[src/hdl/t1p_defs.svh]
// Register indices, reset values and constants of the 16-bit prescaled timer
`ifndef T1P_DEFS_SVH
`define T1P_DEFS_SVH

// Register indices; the byte address on the bus is four times the index
`define T1P_IDX_MODE    8'hc0
`define T1P_IDX_CNT_LO  8'hc1
`define T1P_IDX_CNT_HI  8'hc2
`define T1P_IDX_CPT     8'hc3
`define T1P_IDX_STAT    8'hc4
`define T1P_IDX_EVT_LO  8'hc5
`define T1P_IDX_EVT_HI  8'hc6

// Bus address layout
`define T1P_AW          12
`define T1P_IDX_LSB     2
`define T1P_IDX_MSB     9

// Reset values
`define T1P_MODE_RST    8'h00
`define T1P_CPT_RST     8'h00
`define T1P_CNT_RST     16'h0000
`define T1P_BYTE_RST    8'h00

// Status register field positions
`define T1P_STAT_FLAG   0
`define T1P_STAT_IEN    1

// Counting constants and interrupt vector address
`define T1P_PRE_FULL    7'h7f
`define T1P_CNT_FULL    16'hffff
`define T1P_VECTOR      16'h000f

`endif

[src/hdl/t1p_pkg.sv]
// Types shared by the 16-bit prescaled timer design files
package t1p_pkg;

   typedef struct packed {
      logic       enb;
      logic [2:0] rate;
      logic       cks;
      logic [2:0] rsvd;
   } t1p_mode_t;

   typedef enum logic [1:0] {
      CPT_DUR   = 2'b00,
      CPT_HIGH  = 2'b01,
      CPT_LOW   = 2'b10,
      CPT_CYCLE = 2'b11
   } t1p_cpt_sel_t;

   typedef struct packed {
      logic         en;
      logic [2:0]   rsvd;
      logic         md;
      logic         start;
      t1p_cpt_sel_t sel;
   } t1p_cpt_t;

   typedef enum logic [1:0] {
      ST_IDLE = 2'b00,
      ST_ARM  = 2'b01,
      ST_RUN  = 2'b10
   } t1p_cst_t;

   typedef enum logic [1:0] {
      PM_NORMAL = 2'b00,
      PM_SLOW   = 2'b01,
      PM_GREEN  = 2'b10
   } t1p_pwr_t;

   typedef struct packed {
      logic        req;
      logic [15:0] addr;
   } t1p_vec_t;

endpackage

[src/hdl/t1p_timer.sv]
// 16-bit prescaled up timer with capture unit behind an APB slave
//
// Overview of operation
// - Counter halts while timer enable is 0, counts while it is 1 unless enabled capture gates it to the measurement window.
// - Counter steps by one on each prescaled timer clock.
// - Wrap from full scale to zero sets the overflow request flag.
// - Overflow flag stays set until software clears it.
// - No automatic reload; software rewrites both bytes after overflow.
// - With interrupt enabled, an overflow requests vector 000FH.
// - Clock source bit: 0 instruction clock, 1 high-speed oscillator.
// - Rate 000 divides by 128, each step halves, 111 divides by 1.
// - 65536 steps, each one prescaled clock period long.
// - Timer and capture keep running in green mode without wake-up.
// - Timer works in normal, slow and green power modes.
// - Flag also sets when the capture measurement stops.
// - Capture measures high, low, cycle and duration on the input pin.
// - Resolution follows timer clock; start and stop edges are fixed by the capture select.
// - Separate 16-bit event counter counts input events upward.
// - High byte write is held; low byte write loads all 16 bits.
// - Low byte read latches the high byte for the following read.
// - Capture select: 00 duration, 01 high, 10 low, 11 cycle.
// - Capture works only with capture enable and timer enable set.
//
// Design decision made here: register access over APB.
`include "t1p_defs.svh"

module t1p_timer (
   // Clock and reset
   input  wire logic                 core_clk,
   input  wire logic                 nrst,
   // APB slave
   input  wire logic                 psel,
   input  wire logic                 penable,
   input  wire logic                 pwrite,
   input  wire logic [`T1P_AW-1:0]   paddr,
   input  wire logic [31:0]          pwdata,
   output logic      [31:0]          prdata,
   output logic                      pready,
   output logic                      pslverr,
   // Clock source ticks, one core_clk cycle each
   input  wire logic                 fcpu_tick,
   input  wire logic                 fhosc_tick,
   // System
   input  wire t1p_pkg::t1p_pwr_t    power_mode,
   input  wire logic                 capture_input_pin,
   output t1p_pkg::t1p_vec_t         vector_request,
   output logic                      wake_request
);

   // Registers
   t1p_pkg::t1p_mode_t mode_control_register_r;
   t1p_pkg::t1p_mode_t mode_nxt;
   t1p_pkg::t1p_cpt_t  cpt_r;
   t1p_pkg::t1p_cpt_t  cpt_nxt;
   t1p_pkg::t1p_cst_t  cst_r;
   t1p_pkg::t1p_cst_t  cst_nxt;
   logic               overflow_request_flag_r;
   logic               flag_nxt;
   logic               overflow_interrupt_enable_r;
   logic               ien_nxt;
   logic               vec_req_r;
   logic               vec_req_nxt;
   logic [7:0]         cnt_hi_buf_r;
   logic [7:0]         cnt_hi_buf_nxt;
   logic [7:0]         cnt_rd_hi_r;
   logic [7:0]         cnt_rd_hi_nxt;
   logic [7:0]         evt_hi_buf_r;
   logic [7:0]         evt_hi_buf_nxt;
   logic [7:0]         evt_rd_hi_r;
   logic [7:0]         evt_rd_hi_nxt;
   logic               pin_d_r;

   // Counters
   logic [15:0]        tmr_count;
   logic               tmr_wrap;
   logic [15:0]        evt_count;
   logic               evt_wrap;
   logic               pre_step;

   // Bus decode
   wire                access;
   wire                wr;
   wire                rd;
   wire                word_ok;
   wire  [7:0]         idx;
   wire  [7:0]         wbyte;
   wire                hit_mode;
   wire                hit_lo;
   wire                hit_hi;
   wire                hit_cpt;
   wire                hit_stat;
   wire                hit_elo;
   wire                hit_ehi;
   wire                hit;
   wire  [7:0]         rbyte;
   wire  [7:0]         stat_byte;

   assign access   = psel & penable;
   assign wr       = access & pwrite;
   assign rd       = access & ~pwrite;
   assign word_ok  = (paddr[1:0] == 2'b00) &
                     (paddr[`T1P_AW-1:`T1P_IDX_MSB+1] == 2'b00);
   assign idx      = paddr[`T1P_IDX_MSB:`T1P_IDX_LSB];
   assign wbyte    = pwdata[7:0];
   assign hit_mode = word_ok & (idx == `T1P_IDX_MODE);
   assign hit_lo   = word_ok & (idx == `T1P_IDX_CNT_LO);
   assign hit_hi   = word_ok & (idx == `T1P_IDX_CNT_HI);
   assign hit_cpt  = word_ok & (idx == `T1P_IDX_CPT);
   assign hit_stat = word_ok & (idx == `T1P_IDX_STAT);
   assign hit_elo  = word_ok & (idx == `T1P_IDX_EVT_LO);
   assign hit_ehi  = word_ok & (idx == `T1P_IDX_EVT_HI);
   assign hit      = hit_mode | hit_lo | hit_hi | hit_cpt | hit_stat |
                     hit_elo | hit_ehi;

   // Zero wait states; unmapped or misaligned words answer with an error
   assign pready   = 1'b1;
   assign pslverr  = access & ~hit;

   assign stat_byte = {6'h00, overflow_interrupt_enable_r,
                       overflow_request_flag_r};

   // High-byte reads return the copy taken at the last low-byte read
   assign rbyte = hit_mode ? mode_control_register_r :
                  hit_lo   ? tmr_count[7:0] :
                  hit_hi   ? cnt_rd_hi_r :
                  hit_cpt  ? cpt_r :
                  hit_stat ? stat_byte :
                  hit_elo  ? evt_count[7:0] :
                  hit_ehi  ? evt_rd_hi_r : `T1P_BYTE_RST;
   assign prdata = {24'h000000, rbyte};

   // Mode register; reserved bits never store
   assign mode_nxt = (wr & hit_mode) ? {wbyte[7:3], 3'b000} :
                     mode_control_register_r;

   // Prescaler: source select and run gating
   wire timer_enable_bit;
   wire clock_source_select;
   wire src_tick;

   assign timer_enable_bit    = mode_control_register_r.enb;
   assign clock_source_select = mode_control_register_r.cks;
   assign src_tick = clock_source_select ? fhosc_tick : fcpu_tick;

   // Power mode does not gate counting: same behaviour in every mode
   t1p_prescale u_prescale (
      .core_clk (core_clk),
      .nrst     (nrst),
      .run      (timer_enable_bit),
      .src_tick (src_tick),
      .rate     (mode_control_register_r.rate),
      .step     (pre_step)
   );

   // Capture input edges; pin is taken as synchronous already
   wire pin_rise;
   wire pin_fall;
   wire cap_on;
   wire start_edge;
   wire stop_cond;
   wire cpt_stop;
   wire cpt_run;

   assign pin_rise = capture_input_pin & ~pin_d_r;
   assign pin_fall = ~capture_input_pin & pin_d_r;
   assign cap_on   = cpt_r.en & timer_enable_bit;
   assign cpt_run  = cst_r == t1p_pkg::ST_RUN;

   // Low pulse starts on a fall, every other function on a rise
   assign start_edge = (cpt_r.sel == t1p_pkg::CPT_LOW) ? pin_fall :
                       pin_rise;
   assign stop_cond  =
      (cpt_r.sel == t1p_pkg::CPT_DUR)  ? (cpt_r.md ? tmr_wrap : evt_wrap) :
      (cpt_r.sel == t1p_pkg::CPT_HIGH) ? pin_fall :
      pin_rise;
   assign cpt_stop   = cpt_run & cap_on & cpt_r.start & stop_cond;

   always_comb begin
      cst_nxt = cst_r;
      case (cst_r)
         t1p_pkg::ST_IDLE: begin
            if (cap_on && cpt_r.start)
               cst_nxt = t1p_pkg::ST_ARM;
         end
         t1p_pkg::ST_ARM: begin
            if (!cap_on || !cpt_r.start)
               cst_nxt = t1p_pkg::ST_IDLE;
            else if (start_edge)
               cst_nxt = t1p_pkg::ST_RUN;
         end
         t1p_pkg::ST_RUN: begin
            if (!cap_on || !cpt_r.start || stop_cond)
               cst_nxt = t1p_pkg::ST_IDLE;
         end
         default: cst_nxt = t1p_pkg::ST_IDLE;
      endcase
   end

   // Capture control; the hardware stop clears start over a software write
   always_comb begin
      cpt_nxt = cpt_r;
      if (wr && hit_cpt)
         cpt_nxt = {wbyte[7], 3'b000, wbyte[3:0]};
      if (cpt_stop)
         cpt_nxt.start = 1'b0;
   end

   // Timer counter: free running unless capture gates it to the window
   wire tmr_inc;
   wire tmr_load;
   wire evt_inc;
   wire evt_load;

   assign tmr_inc  = pre_step & (~cap_on | cpt_run);
   assign tmr_load = wr & hit_lo;
   assign evt_inc  = cpt_run & cap_on & cpt_r.start &
                     (cpt_r.sel == t1p_pkg::CPT_DUR) & pin_rise;
   assign evt_load = wr & hit_elo;

   // Full 16-bit span; a wrap leaves zero, nothing is reloaded
   t1p_cnt16 u_tmr_cnt (
      .core_clk (core_clk),
      .nrst     (nrst),
      .inc      (tmr_inc),
      .load     (tmr_load),
      .load_val ({cnt_hi_buf_r, wbyte}),
      .count    (tmr_count),
      .wrap     (tmr_wrap)
   );

   t1p_cnt16 u_evt_cnt (
      .core_clk (core_clk),
      .nrst     (nrst),
      .inc      (evt_inc),
      .load     (evt_load),
      .load_val ({evt_hi_buf_r, wbyte}),
      .count    (evt_count),
      .wrap     (evt_wrap)
   );

   // Byte pairing buffers for both counters
   assign cnt_hi_buf_nxt = (wr & hit_hi) ? wbyte : cnt_hi_buf_r;
   assign cnt_rd_hi_nxt  = (rd & hit_lo) ? tmr_count[15:8] :
                           cnt_rd_hi_r;
   assign evt_hi_buf_nxt = (wr & hit_ehi) ? wbyte : evt_hi_buf_r;
   assign evt_rd_hi_nxt  = (rd & hit_elo) ? evt_count[15:8] : evt_rd_hi_r;

   // Flag: hardware only sets; a set in the clearing cycle wins
   wire flag_set;

   assign flag_set = tmr_wrap | cpt_stop;
   assign flag_nxt = flag_set | ((wr & hit_stat) ?
                     wbyte[`T1P_STAT_FLAG] :
                     overflow_request_flag_r);
   assign ien_nxt  = (wr & hit_stat) ? wbyte[`T1P_STAT_IEN] :
                     overflow_interrupt_enable_r;
   assign vec_req_nxt = flag_nxt & ien_nxt;

   assign vector_request.req  = vec_req_r;
   assign vector_request.addr = `T1P_VECTOR;
   // Green mode keeps counting but must never pull the system awake
   assign wake_request = vec_req_r &
                         (power_mode != t1p_pkg::PM_GREEN);

   always_ff @(posedge core_clk or negedge nrst) begin
      if (!nrst) begin
         mode_control_register_r     <= `T1P_MODE_RST;
         cpt_r                       <= `T1P_CPT_RST;
         cst_r                       <= t1p_pkg::ST_IDLE;
         overflow_request_flag_r     <= 1'b0;
         overflow_interrupt_enable_r <= 1'b0;
         vec_req_r                   <= 1'b0;
         cnt_hi_buf_r                <= `T1P_BYTE_RST;
         cnt_rd_hi_r                 <= `T1P_BYTE_RST;
         evt_hi_buf_r                <= `T1P_BYTE_RST;
         evt_rd_hi_r                 <= `T1P_BYTE_RST;
         pin_d_r                     <= 1'b0;
      end else begin
         mode_control_register_r     <= mode_nxt;
         cpt_r                       <= cpt_nxt;
         cst_r                       <= cst_nxt;
         overflow_request_flag_r     <= flag_nxt;
         overflow_interrupt_enable_r <= ien_nxt;
         vec_req_r                   <= vec_req_nxt;
         cnt_hi_buf_r                <= cnt_hi_buf_nxt;
         cnt_rd_hi_r                 <= cnt_rd_hi_nxt;
         evt_hi_buf_r                <= evt_hi_buf_nxt;
         evt_rd_hi_r                 <= evt_rd_hi_nxt;
         pin_d_r                     <= capture_input_pin;
      end
   end

endmodule

[src/hdl/t1p_prescale.sv]
// Seven-stage prescaler producing one count step per selected division
`include "t1p_defs.svh"

module t1p_prescale (
   // Clock and reset
   input  wire logic       core_clk,
   input  wire logic       nrst,
   // Control
   input  wire logic       run,
   input  wire logic       src_tick,
   input  wire logic [2:0] rate,
   // Result
   output logic            step
);

   logic [6:0] cnt_r;
   logic [6:0] cnt_nxt;
   wire  [6:0] mask;
   wire        adv;

   // Rate 000 waits for all seven bits (divide by 128), 111 for none
   assign mask    = `T1P_PRE_FULL >> rate;
   assign adv     = run & src_tick;
   assign step    = adv & ((cnt_r & mask) == mask);
   // Held while stopped so a re-enable resumes mid-division
   assign cnt_nxt = adv ? cnt_r + 7'h01 : cnt_r;

   always_ff @(posedge core_clk or negedge nrst) begin
      if (!nrst)
         cnt_r <= 7'h00;
      else
         cnt_r <= cnt_nxt;
   end

endmodule

[src/hdl/t1p_cnt16.sv]
// Loadable 16-bit up counter with wrap pulse
`include "t1p_defs.svh"

module t1p_cnt16 (
   // Clock and reset
   input  wire logic        core_clk,
   input  wire logic        nrst,
   // Control
   input  wire logic        inc,
   input  wire logic        load,
   input  wire logic [15:0] load_val,
   // State
   output logic [15:0]      count,
   output logic             wrap
);

   logic [15:0] cnt_nxt;

   // A load in the same cycle overrides the step, so no wrap is flagged
   assign wrap    = inc & ~load & (count == `T1P_CNT_FULL);
   assign cnt_nxt = load ? load_val :
                    inc  ? count + 16'h0001 : count;

   always_ff @(posedge core_clk or negedge nrst) begin
      if (!nrst)
         count <= `T1P_CNT_RST;
      else
         count <= cnt_nxt;
   end

endmodule

[config.mk]
export PLATFORM = sky130hd
export DESIGN_NAME = t1p_timer
export DESIGN_NICKNAME = d
export VERILOG_FILES = /design/src/hdl/t1p_pkg.sv /design/src/hdl/t1p_timer.sv /design/src/hdl/t1p_prescale.sv /design/src/hdl/t1p_cnt16.sv
export VERILOG_INCLUDE_DIRS = /design/src /design/src/hdl
export SDC_FILE = /design/constraint.sdc
export NUM_CORES = 1
export LEC_CHECK = 0
export BUFFER_PORTS_ARGS = -buffer_cell sky130_fd_sc_hd__buf_2
export CAP_MARGIN = 10
export CORE_MARGIN = 2
export CORE_UTILIZATION = 35
export CTS_CLUSTER_DIAMETER = 120
export DETAILED_ROUTE_END_ITERATION = 6
export HOLD_SLACK_MARGIN = 0.12
export PLACE_DENSITY = 0.6
export SLEW_MARGIN = 20
export SYNTH_ARGS = -nofsm -noshare
export SYNTH_HDL_FRONTEND = slang
export SYNTH_HIERARCHICAL = 1
export SYNTH_SLANG_ARGS = --single-unit
[constraint.sdc]
create_clock -name core_clk -period 3.4 [get_ports core_clk]
set_clock_uncertainty 0.2 [all_clocks]
set_input_delay 0.51 -clock core_clk [delete_from_list [all_inputs] [get_ports core_clk]]
set_output_delay 0.51 -clock core_clk [all_outputs]
set_load 0.02 [all_outputs]
==> results of run 1 <==
## sequential cells by signal, indices dropped and copies added, names as in the netlist, 3 cells and up
register / cells
u_tmr_cnt/count: 16
evt_hi_buf_r: 8
mode_control_register_r: 3
u_evt_cnt/count: 16
cpt_r: 5
cnt_hi_buf_r: 8
evt_rd_hi_r: 8
u_prescale/cnt_r: 7
cnt_rd_hi_r: 8
## what timing repair did
| action | CTS | global route |
|---|---|---|
| endpoints found under the hold margin | 40 | 0 |
| pin swaps | 0 | 5 |
| hold buffers | 2 | 0 |
| buffers inserted | 0 | 2 |
| gates resized for setup | 1 | 6 |
| setup endpoints to repair | 1 | 3 |
## layout make-up
cell class	instances	area, sq um
timing repair buffer	63	393
sequential	87	2180
clock buffer	13	260
tap	180	225
inverter	11	41.3
multi-input combinational	375	2600
fill	1377	8220
clock inverter	3	17.5
## logic make-up (layout without fill, tap and decap cells)
kind of cell    after synthesis  in the layout
xor+xnor                     36             36
flops                        87             87
simple gates                160            160
compound gates               77             77
mux                          58             58
buf+inv                      69             90
other cells                   2             41
fa+ha+maj                     3              3
## metal layers
layer	share of wire, %	GRT usage (%)	wire length (um)
met5	0	0	0
met3	6.0	3.71	736
met1	46	23.0	5610
met4	1.1	4.83	140
met2	47	27.3	5790
## worst register-to-register path: stages (launching register included)
cell and delay, ns:
dfrtp_2 0.44, nand3_1 0.18, nor3b_2 0.28, nor4b_4 0.29, buf_4 0.20, nand4_1 0.13, or4_4 0.57, nor3_2 0.18
mux2i_1 0.10, nand2_1 0.13, a311oi_1 0.11, o32ai_1 0.30
## synthesized netlist by cell type, types with 11 or more instances
library cell	count
inv_1	11
nor2_1	14
buf_4	43
xor2_1	16
xnor2_1	20
nor3_1	13
dfrtp_1	87
nand4_1	12
nand2_1	50
o21ai_0	35
mux2_2	44
nand3_1	12
## how the worst min path moves through the flow
stage / start / endpoint / depth (start not counted)
2_1_floorplan: nrst / clock_source_select$_DFFE_PN0P_ / 0
3_3_place_gp: cst_r[1]$_DFFE_PN0P_ / cst_r[0]$_DFFE_PN0P_ / 1
4_1_cts: pwdata[6] / u_tmr_cnt/count[6]$_DFFE_PN0P_ / 3
3_5_place_dp: u_prescale/cnt_r[6]$_DFFE_PN0P_ / u_prescale/cnt_r[6]$_DFFE_PN0P_ / 1
5_1_grt: u_prescale/cnt_r[6]$_DFFE_PN0P_ / u_prescale/cnt_r[6]$_DFFE_PN0P_ / 1
6_report: pwdata[4] / u_evt_cnt/count[4]$_DFFE_PN0P_ / 3
## metrics by stage
step,cells,instance area [sq um]
final,732,5710
after global routing,732,5710
after CTS,730,5670
after detailed placement,712,5370
after global placement,712,5370
after floorplan,531,5170
## placed cells by master (no fill, tap or decap), types with 3 or more instances in the layout
cell type / netlist / routed
a21oi_1: 5 / 5
a22oi_1: 3 / 3
a31oi_1: 3 / 3
a32o_1: 3 / 3
a32oi_1: 5 / 5
and2_1: 3 / 3
and3_1: 5 / 5
and4_1: 3 / 3
buf_2: 2 / 39
buf_4: 43 / 21
clkbuf_16: 0 / 9
conb_1: 2 / 41
dfrtp_1: 87 / 86
ha_1: 3 / 3
inv_1: 11 / 11
mux2_2: 44 / 44
mux2_4: 4 / 4
mux2i_1: 9 / 9
nand2_1: 50 / 49
nand2b_1: 9 / 9
nand3_1: 12 / 12
nand4_1: 12 / 12
nor2_1: 14 / 14
nor2b_1: 9 / 9
nor3_1: 13 / 11
nor3_2: 1 / 3
nor4_1: 10 / 10
o21ai_0: 35 / 35
o22ai_1: 3 / 3
or4_4: 3 / 3
xnor2_1: 20 / 20
xor2_1: 16 / 16
## power groups by stage
stage / Clock (mW) / Combinational [mW] / Sequential [mW]
final: 0.933 / 0.142 / 1.04
after global routing: 0.997 / 0.159 / 1.04
after CTS: 0.953 / 0.142 / 1.04
after detailed placement: 0 / 0.140 / 1.06
after global placement: 0 / 0.138 / 1.06
after floorplan: 0 / 0.110 / 1.06
==> results_dict.tcl, run 1 <==
set metrics [dict create \
    status "finished clean" \
    cts_tree "yes" \
    die_y_um 124 \
    peakVddDrop_mv 0.196 \
    drtIter0Drc 196 \
    post_synth_and_or_nand_nor_area_fraction_pct 17.7 \
    synth_ff_type "dfrtp_1" \
    gp_congestion 0.946 \
    num_vias 3759 \
    grt_max_degree 49 \
    slew_headroom_pct 58.0 \
    crit_buf_inv 3 \
    area_growth_pct 13.7 \
    crit_end "vec_req_r$_DFF_PN0_" \
    ant_nets 0 \
    synth_top_family_by_area "simple AND/OR/NAND/NOR gates" \
    switching_power_uw 510 \
    synth_xor_area_share_pct 6.27 \
    io_pins 106 \
    cts-htree-levels 3 \
    critPathTopFamily "simple AND/OR/NAND/NOR gates" \
    fp-row-count 43 \
    chipWidth_um 124 \
    drive_gt1_share_pct 25.4 \
    coreArea_sq_um 13900 \
    startpoint "capture_input_pin" \
    pre_cts_ws_ns -0.00365 \
    clockBufferDepth 2 \
    fin_util_pct 41.0 \
    maxSlewViolCount 0 \
    crit_path_end_kind "flop" \
    required_ns 3.44 \
    antenna_found_initial 0 \
    clkPwrFrac_pct 44.2 \
    cts_made_buffers 9 \
    p_leak_nw 2.60 \
    start_util_pct 36.1 \
    async_flop_share_pct 100 \
    port_buffers 40 \
    setup_ws_ns 0.110 \
    cts.sinks 87 \
    power_mw 2.11 \
    worst_slew_pin_slew_ns 0.626 \
    route.detailed.drc 0 \
    syn_area_sq_um 5030 \
    synthCells 492 \
    finalSetupTns_ns 0 \
    grt.total_usage_pct 16.9 \
    wirelength_um 12300 \
    hold_viol_final 0 \
    synth_edf_count 0 \
    period_minus_slack_ns 3.29 \
    synth.area.mux_share_pct 13.3 \
    yosys.area.top_type "dfrtp_1" \
    insertion_delay_ns 0.35 \
    min_path_type "input port to flop" \
    internal_power_mw 1.60 \
    crit_type "input port to flop" \
    max_freq_ghz 0.304 \
    nets 604 \
    yosysTopAreaCellShare_pct 43.3 \
    finalCritPeriodShare_pct 96.8 \
    grt_pass1_vias 3598 \
    combPwrFrac_pct 6.7 \
    grt_remaining_overflow 0 \
    crit_fanout 7 \
    ys_ff_latch 87 \
    syn_area_per_cell_sq_um 10.2 \
    viasPerCell 5.14 \
    synth-compound-area-share_pct 9.98 \
    synth_warnings 6 \
    power_density_nw_per_um2 370 \
    yosysSeqAreaShare_pct 43.3 \
    first_pass_iters 4 \
    switching_share_pct 24.1 \
    r2r_cells 11 \
    clk_pin_slew_ns 0.06 \
    cap_violations 0 \
    rsz0062_at_grt "no" \
    cts-root-buf "clkbuf_16" \
    slowest_stage "or4_4" \
    cp.depth 12 \
    rr_endpoint "vec_req_r$_DFF_PN0_" \
    place_hpwl_um 9000 \
    ys_types 60 \
    grt_pass1_wl_um 19200 \
    cp.arrival_ns 3.33 \
    r2r_start "timer_enable_bit$_DFFE_PN0P_" \
    dieArea_sq_um 15300 \
    synth.area.top_cells "dfrtp_1, mux2_2, buf_4" \
    wl_per_cell_um 16.8 \
    hold_ws_ns 0.251 \
    finalSetupViolCount 0 \
    n_antenna_cell 0 \
    synth_fa_ha_area_share_pct 0.747 \
    cp-start-kind "input port" \
    max_stage_delay_ns 0.57 \
    pwr-share-seq_pct 49.1 \
    path_cells "dlygate4sd3_1 > buf_2 > nand2b_1 > nor4b_4 > buf_4 > nand4_1 > or4_4 > nor3_2 > mux2i_1 > nand2_1 > a311oi_1 > o32ai_1" \
    rrSetupSlack_ns 0.20 \
]
Power figures use the tool's default switching activity.
==> inputs of run 2 (changes only) <==
Clock period 3.4 ns to 2.86 ns, I/O delays scaled along.
==> results_dict.tcl, run 2 (same netlist as run 1, synthesis figures left out) <==
set metrics [dict create \
    rr_endpoint "vec_req_r$_DFF_PN0_" \
    p_leak_nw 2.77 \
    mostFrequentLayoutCell "dfrtp_1" \
    cts.sinks 87 \
    status "finished, violations left" \
    ant_nets 0 \
    crit_path_end_kind "flop" \
    finalCritPeriodShare_pct 103 \
    hold_path_end "u_tmr_cnt/count[6]$_DFFE_PN0P_" \
    max_freq_ghz 0.341 \
    slowest_stage "or4_4" \
    pwr-share-seq_pct 48.9 \
    hold_ws_ns 0.200 \
    clk_pin_slew_ns 0.06 \
    clkPwrFrac_pct 43.8 \
    clockBufferDepth 2 \
    hp-start "pwdata[6]" \
    cp.arrival_ns 2.98 \
    grt_max_degree 40 \
    finalSetupViolCount 3 \
    critPathTopFamily "simple AND/OR/NAND/NOR gates" \
    drive_gt1_share_pct 30.5 \
    dieArea_sq_um 15300 \
    cts-root-buf "clkbuf_16" \
    required_ns 2.90 \
    nets 637 \
    instances_no_fill 764 \
    place_hpwl_um 9590 \
    coreArea_sq_um 13900 \
    fp-row-count 43 \
    slew_headroom_pct 64.5 \
    hold_viol_final 0 \
    rsz0062_at_grt "yes" \
    post_dp_cell_area_sq_um 5660 \
    chipWidth_um 124 \
    cp_common_cell "o21a_1" \
    r2r_cells 12 \
    cp-start-kind "flop" \
    route.detailed.drc 0 \
    path_cells "mux2_4 > nand2_4 > a2111oi_4 > o21a_1 > o21a_1 > nand4_1 > or4_4 > nor3_4 > mux2i_1 > nand2_1 > a311oi_1 > o32ai_1" \
    cts-htree-levels 3 \
    worst_slew_pin_slew_ns 0.533 \
    setup_ws_ns -0.0740 \
    area_growth_pct 19.3 \
    crit_type "flop to flop" \
    first_pass_iters 5 \
    crit_buf_inv 0 \
    viasPerCell 5.12 \
    final_cell_mix "dfrtp_1, buf_4, nand2_1, mux2_2, conb_1" \
    start_util_pct 36.1 \
    period_minus_slack_ns 2.93 \
    crit_fanout 2 \
    antenna_found_initial 0 \
    cap_violations 0 \
    pre_cts_ws_ns -0.146 \
    grt.total_usage_pct 18.0 \
    power_density_nw_per_um2 420 \
    rrSetupSlack_ns -0.07 \
    finalSetupTns_ns -0.105 \
    max_stage_delay_ns 0.47 \
    combPwrFrac_pct 7.2 \
    power_mw 2.52 \
    final_area_sq_um 6000 \
    cts_tree "yes" \
    port_buffers 40 \
    io_pins 106 \
    switching_power_uw 611 \
    violations "setup timing" \
    gp_congestion 0.952 \
    dp.cells 745 \
    top_regs "u_evt_cnt/count x16, u_tmr_cnt/count x16" \
    insertion_delay_ns 0.34 \
    wl_per_cell_um 16.8 \
    min_path_type "input port to flop" \
    wirelength_um 12800 \
    die_y_um 124 \
    maxSlewViolCount 0 \
    drtIter0Drc 238 \
    min_path_cells 3 \
    grt_pass1_vias 3862 \
    num_vias 3910 \
    switching_share_pct 24.2 \
    grt_remaining_overflow 0 \
    grt_pass1_wl_um 20500 \
    cts_made_buffers 9 \
    fin_util_pct 43.0 \
    peakVddDrop_mv 0.400 \
    n_antenna_cell 0 \
    r2r_start "clock_source_select$_DFFE_PN0P_" \
    internal_power_mw 1.91 \
]
[run 2: changes by cell type in the layout (fill, tap and decap cells not counted), sizes merged]
| cell | change |
|---|---|
| clkbuf | -1 |
| clkinv | +1 |
| buf | +33 |
| clkinvlp | -1 |
[run 2: worst max path at each step]
stage                                                from                  end  slack, ns  depth (start not counted)
after floorplan           clock_source_select$_DFFE_PN0P_  vec_req_r$_DFF_PN0_      0.001                         13
after global routing      clock_source_select$_DFFE_PN0P_  vec_req_r$_DFF_PN0_      -0.26                         12
after detailed placement                       fhosc_tick  vec_req_r$_DFF_PN0_      -0.15                         13
final                     clock_source_select$_DFFE_PN0P_  vec_req_r$_DFF_PN0_      -0.07                         12
after CTS                 clock_source_select$_DFFE_PN0P_  vec_req_r$_DFF_PN0_      -0.07                         12
after global placement                          fcpu_tick  vec_req_r$_DFF_PN0_      -0.16                         13
[run 2: layout make-up]
type	instances	area (sq um)
Timing Repair Buffer	96	632
Sequential cell	87	2180
Multi-Input combinational cell	375	2650
Clock buffer	12	256
Tap cell	180	225
Clock inverter	3	18.8
Inverter	11	41.3
Fill cell	1338	7940
[run 2: power groups by stage]
stage / sequential [mW] / combinational (mW) / clock, mW
2_1_floorplan: 1.26 / 0.133 / 0
3_3_place_gp: 1.26 / 0.178 / 0
3_5_place_dp: 1.26 / 0.180 / 0
4_1_cts: 1.23 / 0.184 / 1.13
5_1_grt: 1.23 / 0.203 / 1.19
6_report: 1.23 / 0.182 / 1.11
[run 2: routing by layer]
metal  up-vias  routed length (um)  track usage [%]
met4         0                 255             6.53
met5         -                   0                0
met1      1892                5770             23.7
met2       140                6000             29.3
met3        23                 806             3.89
li1       1855                   -                -
[run 2: worst min-delay path: stages]
cell     delay, ns
buf_2         0.15
nand2_1       0.06
o21ai_0       0.06
[run 2: repair_timing]
action,CTS,global route
gates resized for setup,3,3
gates cloned,0,0
hold buffers,2,0
pin swaps,1,0
endpoints found under the hold margin,38,0
setup endpoints to repair,3,9
setup buffers,1,1
